$ cat src/pkg/sar_adc_regs.svh
// register field positions and timing counts for the converter control block
`ifndef SAR_ADC_REGS_SVH
`define SAR_ADC_REGS_SVH
`define MUX_ADDR_MSB      4
`define SIGN_SEL_BIT      5
`define RES_SEL_BIT       6
`define JUST_SEL_BIT      7
`define CTRL_RESET        8'h00
`define ACQ_HALF_CYCLES   4'h3
`define CONV_8_CYCLES     4'h8
`define CONV_8S_CYCLES    4'h9
`define CONV_10_CYCLES    4'ha
`define CONV_10S_CYCLES   4'hb
`endif

$ cat src/pkg/sar_adc_pkg.sv
// types shared by the converter control modules
package sar_adc_pkg;
	typedef enum logic [1:0] {
		ST_IDLE = 2'b00,
		ST_ACQ  = 2'b01,
		ST_CONV = 2'b11
	} conv_state_t;
	typedef enum logic [1:0] {
		MUX_DIFF   = 2'b00,
		MUX_SINGLE = 2'b01,
		MUX_PSEUDO = 2'b11,
		MUX_BAD    = 2'b10
	} mux_mode_t;
endpackage

$ cat src/pkg/result_if.sv
// carrier between sequencer and result formatter
`timescale 1ns/1ps
interface result_if;
	logic        load;
	logic [10:0] code;
	logic        sign_sel;
	logic        res_sel;
	logic        just_sel;
	logic [7:0]  byte1;
	logic [7:0]  byte2;
	modport seq (output load, code, sign_sel, res_sel, just_sel,
		input byte1, byte2);
	modport fmt (input load, code, sign_sel, res_sel, just_sel,
		output byte1, byte2);
endinterface

$ cat src/rtl/result_format.sv
// result formatter: packs the raw code into two output bytes
`timescale 1ns/1ps
module result_format (
	input  wire logic ref_clk_i,
	input  wire logic reset_i,
	input  wire logic clk_en_i,
	result_if.fmt     rif
);
	import sar_adc_pkg::*;
	// code is sign at bit 10, magnitude/two's value in 9:0
	wire       sgn = rif.code[10] & ~rif.sign_sel;
	wire [9:0] v10 = rif.code[9:0];
	wire [7:0] v8  = rif.code[9:2];
	wire [15:0] word_r;
	wire [15:0] word_l;
	// right justified: pad upper positions with sign or zero
	assign word_r = rif.res_sel ? {{8{sgn}}, v8}
		: {{6{sgn}}, v10};
	// left justified: msb at bit 7 of byte one, zeros trail
	assign word_l = rif.res_sel
		? (rif.sign_sel ? {v8, 8'h00} : {sgn, v8, 7'h00})
		: (rif.sign_sel ? {v10, 6'h00} : {sgn, v10, 5'h00});
	wire [15:0] word = rif.just_sel ? word_l : word_r;
	// formatted bytes held until the next result commits
	always_ff @(posedge ref_clk_i) begin
		if (reset_i) begin
			rif.byte1 <= 8'h00;
			rif.byte2 <= 8'h00;
		end else if (clk_en_i && rif.load) begin
			rif.byte1 <= word[15:8];
			rif.byte2 <= word[7:0];
		end
	end
endmodule

$ cat src/rtl/sar_adc_host_interface.sv
// converter control logic with parallel host port
`timescale 1ns/1ps
`include "sar_adc_regs.svh"
// Overview of operation
// - cs and write low latch control byte
// - bits 4:0 mux, 5 sign, 6 res, 7 just
// - signed fills leading bits with sign
// - resolution select gives 8 or 10 bits
// - justify select, high byte always first
// - write strobe rise sets start flag
// - acquisition three half-rate periods
// - conversion 8 to 11 half-rate cycles
// - half-rate clock keeps fixed phase
// - done asserts on half-rate edge
// - done low when result ready
// - first read presents byte one
// - read strobe fall clears done
// - second read presents byte two
// - new start accepted before second read
// - cs write read low restarts unchanged
// - byte packing per justification
// - eight-channel mux decode
// - four-channel mux decode
// - first of write or cs rise starts
// - drive data only while cs read low
// - unsigned negative input gives zeros
module sar_adc_host_interface (
	input  wire logic                     ref_clk_i,
	input  wire logic                     reset_i,
	input  wire logic                     clk_en_i,
	input  wire logic                     cs_n_i,
	input  wire logic                     wr_n_i,
	input  wire logic                     rd_n_i,
	input  wire logic [7:0]               data_bus_bits_i,
	output logic      [7:0]               data_bus_bits_o,
	output logic                          data_bus_bits_oe_o,
	output logic                          done_n_o,
	input  wire logic                     comparator_i,
	input  wire logic                     input_negative_i,
	output logic                          acquire_o,
	output logic                          hold_o,
	output logic      [9:0]               dac_code_o,
	output logic                          eight_channel_i_unused_o,
	output logic      [7:0]               pos_select_o,
	output logic      [8:0]               neg_select_o,
	output sar_adc_pkg::mux_mode_t        mux_mode_o
);
	import sar_adc_pkg::*;
	result_if rif ();
	logic [7:0]  ctrl;
	logic        wr_act_q;
	logic        start_flag;
	logic        half_phase;
	logic        rd_q;
	logic        byte_ptr;
	conv_state_t state;
	logic [3:0]  cnt;
	logic [10:0] sar;
	logic [10:0] trial;
	// host strobes decoded
	wire wr_act  = ~cs_n_i & ~wr_n_i;
	wire rd_act  = ~cs_n_i & ~rd_n_i;
	wire restart = wr_act & ~rd_n_i;
	wire wr_end  = wr_act_q & ~wr_act;
	wire rd_fall = rd_act & ~rd_q;
	wire half_edge = half_phase;
	wire [4:0] mux_address = ctrl[`MUX_ADDR_MSB:0];
	wire sign_sel = ctrl[`SIGN_SEL_BIT];
	wire res_sel  = ctrl[`RES_SEL_BIT];
	wire just_sel = ctrl[`JUST_SEL_BIT];
	// conversion length from mode bits
	wire [3:0] conv_len = res_sel
		? (sign_sel ? `CONV_8_CYCLES : `CONV_8S_CYCLES)
		: (sign_sel ? `CONV_10_CYCLES : `CONV_10S_CYCLES);
	wire [3:0] bit_idx = 4'(conv_len - cnt - 4'h1);
	// half-rate edge that ends a conversion
	wire conv_end_edge = half_edge && state == ST_CONV
		&& cnt == 4'(conv_len - 4'h1);
	// flag may only be consumed where the sequencer looks at it
	wire start_take = half_edge && (state == ST_IDLE || conv_end_edge);
	assign eight_channel_i_unused_o = 1'b0;
	// control latch, writes ignored during combined restart
	always_ff @(posedge ref_clk_i) begin
		if (reset_i)
			ctrl <= `CTRL_RESET;
		else if (clk_en_i && wr_act && rd_n_i)
			ctrl <= data_bus_bits_i;
	end
	// strobe history
	always_ff @(posedge ref_clk_i) begin
		if (reset_i) begin
			wr_act_q <= 1'b0;
			rd_q     <= 1'b0;
		end else if (clk_en_i) begin
			wr_act_q <= wr_act;
			rd_q     <= rd_act;
		end
	end
	// free-running half-rate phase
	always_ff @(posedge ref_clk_i) begin
		if (reset_i)
			half_phase <= 1'b0;
		else if (clk_en_i)
			half_phase <= ~half_phase;
	end
	// start flag: set wins; a request during conversion waits for its end
	always_ff @(posedge ref_clk_i) begin
		if (reset_i)
			start_flag <= 1'b0;
		else if (clk_en_i) begin
			if (wr_end || (restart && !wr_act_q))
				start_flag <= 1'b1;
			else if (start_take)
				start_flag <= 1'b0;
		end
	end
	// sequencer
	always_ff @(posedge ref_clk_i) begin
		if (reset_i) begin
			state <= ST_IDLE;
			cnt   <= 4'h0;
		end else if (clk_en_i && half_edge) begin
			unique case (state)
			ST_IDLE: if (start_flag) begin
				state <= ST_ACQ;
				cnt   <= 4'h0;
			end
			ST_ACQ: if (cnt == 4'(`ACQ_HALF_CYCLES - 4'h1)) begin
				state <= ST_CONV;
				cnt   <= 4'h0;
			end else
				cnt <= cnt + 4'h1;
			ST_CONV: if (cnt == 4'(conv_len - 4'h1)) begin
				state <= start_flag ? ST_ACQ : ST_IDLE;
				cnt   <= 4'h0;
			end else
				cnt <= cnt + 4'h1;
			default: state <= ST_IDLE;
			endcase
		end
	end
	// successive approximation register
	assign trial = sar | (11'h001 << bit_idx);
	always_ff @(posedge ref_clk_i) begin
		if (reset_i)
			sar <= 11'h000;
		else if (clk_en_i && half_edge) begin
			if (state == ST_ACQ)
				sar <= 11'h000;
			else if (state == ST_CONV)
				sar <= comparator_i ? trial : sar;
		end
	end
	wire conv_last = clk_en_i && half_edge && state == ST_CONV
		&& cnt == 4'(conv_len - 4'h1);
	wire [10:0] final_code = comparator_i ? trial : sar;
	// align raw code: top bit sign for signed modes, 10 value bits
	wire [10:0] aligned = res_sel
		? (sign_sel ? {1'b0, final_code[7:0], 2'b00}
			: {final_code[8], final_code[7:0], 2'b00})
		: (sign_sel ? {1'b0, final_code[9:0]} : final_code);
	wire clamp = sign_sel & input_negative_i;
	assign rif.load     = conv_last;
	assign rif.code     = clamp ? 11'h000 : aligned;
	assign rif.sign_sel = sign_sel;
	assign rif.res_sel  = res_sel;
	assign rif.just_sel = just_sel;
	result_format u_fmt (
		.ref_clk_i (ref_clk_i),
		.reset_i   (reset_i),
		.clk_en_i  (clk_en_i),
		.rif       (rif)
	);
	// done flag: set on conversion end, cleared by read fall
	always_ff @(posedge ref_clk_i) begin
		if (reset_i)
			done_n_o <= 1'b1;
		else if (clk_en_i) begin
			if (conv_last)
				done_n_o <= 1'b0;
			else if (rd_fall)
				done_n_o <= 1'b1;
		end
	end
	// byte pointer
	always_ff @(posedge ref_clk_i) begin
		if (reset_i)
			byte_ptr <= 1'b0;
		else if (clk_en_i) begin
			if (conv_last)
				byte_ptr <= 1'b0;
			else if (rd_q && !rd_act)
				byte_ptr <= ~byte_ptr;
		end
	end
	// output bus
	always_ff @(posedge ref_clk_i) begin
		if (reset_i)
			data_bus_bits_o <= 8'h00;
		else if (clk_en_i)
			data_bus_bits_o <= byte_ptr ? rif.byte2 : rif.byte1;
	end
	assign data_bus_bits_oe_o = rd_act & wr_n_i;
	assign acquire_o  = state == ST_ACQ;
	assign hold_o     = state == ST_CONV;
	assign dac_code_o = trial[9:0];
	// mux decode, eight-channel form with four-channel subset
	wire [1:0] mode_bits = mux_address[4:3];
	always_comb begin
		pos_select_o = 8'h00;
		neg_select_o = 9'h000;
		mux_mode_o   = MUX_DIFF;
		if (!mode_bits[0]) begin
			pos_select_o[{mux_address[2:1], mux_address[0]}] = 1'b1;
			neg_select_o[{mux_address[2:1], ~mux_address[0]}] = 1'b1;
		end else if (!mode_bits[1]) begin
			mux_mode_o = MUX_SINGLE;
			pos_select_o[mux_address[2:0]] = 1'b1;
			neg_select_o[8] = 1'b1;
		end else begin
			mux_mode_o = MUX_PSEUDO;
			pos_select_o[mux_address[2:0]] = 1'b1;
			neg_select_o[7] = 1'b1;
		end
	end
endmodule

$ cat config.mk
export PLATFORM = sky130hd
export DESIGN_NAME = sar_adc_host_interface
export DESIGN_NICKNAME = d
export VERILOG_FILES = /design/src/pkg/sar_adc_pkg.sv /design/src/pkg/result_if.sv /design/src/rtl/result_format.sv /design/src/rtl/sar_adc_host_interface.sv
export VERILOG_INCLUDE_DIRS = /design/src /design/src/pkg
export SDC_FILE = /design/constraint.sdc
export NUM_CORES = 1
export LEC_CHECK = 0
export BUFFER_PORTS_ARGS = -buffer_cell sky130_fd_sc_hd__buf_4
export CAP_MARGIN = 25
export CORE_MARGIN = 4
export CORE_UTILIZATION = 25
export DETAILED_ROUTE_END_ITERATION = 16
export GPL_TIMING_DRIVEN = 0
export PLACE_DENSITY = 0.48
export SYNTH_ARGS = -nofsm -noshare
export SYNTH_HDL_FRONTEND = slang
export SYNTH_SLANG_ARGS = --single-unit
$ cat constraint.sdc
create_clock -name ref_clk_i -period 6 [get_ports ref_clk_i]
set_input_delay 1.2 -clock ref_clk_i [delete_from_list [all_inputs] [get_ports ref_clk_i]]
set_output_delay 1.2 -clock ref_clk_i [all_outputs]
set_load 0.005 [all_outputs]
==> out/results.tsv <==
stage	metric	value	unit
route	drc violations	0	
hold_path	hold_sp	u_fmt.rif.byte2[3]$_SDFFE_PP0P_	
grt	first-pass GRT wire length	16790	µm
clocking	Worst-path clk slew	0.07	ns
timing	clock skew	0.005504	ns
synthesis	count of state elements after synthesis	55	
timing	crit path time final	4.162	ns
grt	total gr overflow	0	
clocking	PostCTS Resize Cnt	0	
route	via/cell ratio	4.957	
place	DP Area	4046	µm²
clocking	Post-CTS Hold Buffers	0	
run_status	status	finished clean	
setup_path	Crit path arrival time	2.96	ns
setup_path	Slowest-stage cell, CP	ha_1	
layout	most frequent cells in the layout	nor2_1, buf_4, dfxtp_1, nor3_1, a21oi_1	
grt	initial antenna violation count	0	
route	Post-DRT Antenna Nets	0	
synthesis	Syn Inst Count	416	
setup_path	CP Cell Sequence	clkbuf_1 -> clkinv_1 -> ha_1 -> a21oi_4 -> mux2i_4 -> nor2_2 -> o31ai_1 -> buf_4	
clocking	CTS buffer count	5	
setup_path	Worst setup EP type	output port	
grt	M1 GR Usage	0.1810	
grt	largest net degree at the start of global routing	18	
timing	period utilisation layout	0.6936	
hold_path	WHS Endpoint	u_fmt.rif.byte2[3]$_SDFFE_PP0P_	
layout	commonest non-fill, non-tap cell in the layout	nor2_1	
setup_path	CP startpoint kind	register	
timing	# setup viols final	0	
route	First DRT Iteration DRCs	261	
place	DP Wirelength	7842	µm
power	Lkg Pwr	1.592	nW
route	Avg WL per Cell	15.73	µm
setup_path	CP Max Fanout	8	
layout	nets@finish	499	
synthesis	Yosys warning total	0	
floorplan	die height	125.0	µm
timing	Slew Limit Fails	0	
layout	n_diodes	0	
grt	met2 Resource Use GR	0.2012	
clocking	clock sinks	55	
floorplan	Die ar.	15620	µm²
route	DRT Pass-1 Iters	4	
setup_path	worst r2r src	ctrl[5]$_SDFFE_PP0P_	
floorplan	io pins	58	
synthesis	register area share after synthesis	0.3219	
floorplan	Initial Utilization	0.2573	
synthesis	Async SR Flop Fraction	0	
clocking	Root Driver	clkbuf_16	
clocking	CTS tree	done	
setup_path	worst path required time	4.80	ns
power	power density over cell area	177.2	nW/µm²
synthesis	prevailing post-synth register cell	dfxtp_1	
floorplan	cell row count	42	
timing	RSZ-0062 raised after global routing	false	
job	Max-Cap Viols	0	
synthesis	largest area contributor in the netlist	dfxtp_1	
setup_path	R2R Setup Slk	2.67	ns
timing	relative slew slack	0.5654	
clocking	H-tree levels	2	
route	DRT Wirelength	10290	µm
synthesis	synth top area cells	dfxtp_1, nor2_1, mux2i_1	
clocking	CTS max path bufs	2	
synthesis	Post-Syn Area per Cell	8.223	µm²
synthesis	Net Count, Synth	438	
hold_path	WHS Path Cells	2	
setup_path	crit path kind	register to output port	
clocking	latest clock arrival within the worst-skew pair	0.30	ns
synthesis	Post-Syn Area	3421	µm²
floorplan	Core ar.	13300	µm²
layout	P&R area growth vs syn	22.53	%
setup_path	peak per-stage delay on the critical path	0.42	ns
timing	setup TNS	0	ns
route	vias after detailed routing	3242	
layout	share of cells above drive strength 1	0.2155	
timing	FMAX	240.3	MHz
grt	vias in the first global route	3190	
floorplan	Die W	125.0	µm
setup_path	worst reg-to-reg path cell count	11	
synthesis	post-synth top area share	0.3219	
hold_path	Min-Delay Path Class	register to register	
setup_path	CP Buf/Inv Count	3	
clocking	post-CTS setup buffer count	0	
layout	post-route cell area	4192	µm²
setup_path	r2r endpoint	u_fmt.rif.byte1[6]$_SDFFE_PP0P_	
grt	met3 GRT Util	0.02985	
grt	Total Routing Usage GR	0.1307	
layout	final-layout fill cell count	1411	
synthesis	Post-synth EDFFs	0	
timing	Slew @ Worst Pin	0.6449	ns
timing	Final Hold Fails	0	
place	global placement routability congestion	0.8871	
power	worst vdd rail ir drop	92.53	µV
setup_path	delay-heaviest family, CP	buffers and inverters	
grt	gr busiest metal	met2	
synthesis	Synth cell types	73	
place	buffers added on ports	54	
[worst max-delay path by stage]
stage                    startpoint       endpoint  slack (ns)  depth (start not counted)
3_5_place_dp   ctrl[6]$_SDFFE_PP0P_  dac_code_o[3]        2.16                          8
4_1_cts        ctrl[6]$_SDFFE_PP0P_  dac_code_o[7]        1.83                          8
3_3_place_gp   ctrl[6]$_SDFFE_PP0P_  dac_code_o[7]        2.13                          8
2_1_floorplan  ctrl[6]$_SDFFE_PP0P_  dac_code_o[3]        2.74                          7
6_report       ctrl[6]$_SDFFE_PP0P_  dac_code_o[7]        1.84                          8
5_1_grt        ctrl[6]$_SDFFE_PP0P_  dac_code_o[7]        1.60                          8
[logic make-up after synthesis]
group,after synthesis,share of synthesized area
simple gates,165,0.2414
compound gates,110,0.2542
flops,55,0.3219
buf+inv,50,0.06254
mux,25,0.08229
fa+ha+maj,6,0.02414
xor+xnor,4,0.01244
other cells,1,0.001096
[report_power, final]
part	switching [mW]	leakage, nW	internal [mW]
clock network	0.143	0.0675	0.157
registers	0.00435	0.445	0.370
logic	0.0395	1.08	0.0281
[Yosys cell counts, drive strengths merged (3+ instances only)]
cell and count:
a22oi 6, nand2 23, o2111ai 3, buf 8
a21oi 27, a31oi 5, nand3b 5, nor3b 4
mux2i 23, nand2b 8, nand3 6, inv 20
nor2 72, clkbuf 21, o21bai 5, ha 5
o21ai 10, o31ai 5, dfxtp 55, nor3 29
a221oi 7, and3b 3, and2 4, a21o 9
nor2b 5, a211oi 15
[routing by layer]
layer,wire (µm),up-vias
met2,4529,97
met4,178,0
met5,0,-
met1,5019,1520
met3,561,14
li1,-,1611
[flip-flops by register name (all words and copies together) (netlist names), 2 cells and up]
register and flops:
u_fmt.rif.byte2 8, u_fmt.rif.byte1 8, data_bus_bits_o 8, ctrl 8, state 2, sar 11
cnt 4
[cell type report]
class                   instances  area [µm²]  share of cell area
multi-input cells             311        2106              0.5024
flip-flops and latches         55        1101              0.2627
clock buffers                   6       128.9             0.03075
clock inverters                 2       16.27            0.003881
plain buffers                  29       135.1             0.03224
inverters                      21       78.83             0.01881
repair buffers                 54       405.4             0.09672
well taps                     176       220.2             0.05254
[worst min-delay path: cells and delay by family, from the launching register on]
kind | cells | cell delay, ns
compound gates | 1 | 0.05
flops | 1 | 0.31
simple gates | 1 | 0.05
[metrics by stage]
stage               instances  setup WS (ns)  hold slack (ns)  power (mW)  utilization
detailed placement        646          2.164           0.4495      0.4511       0.3043
floorplan                 416          2.740           0.4254      0.4215            -
finish                    654          1.838           0.4561      0.7426       0.3153
global placement          646          2.134           0.4467      0.4507       0.3043
global route              654          1.601           0.4890      0.7736       0.3153
CTS                       654          1.830           0.4602      0.7557       0.3153
No activity file was read; power rests on OpenSTA's default activity.
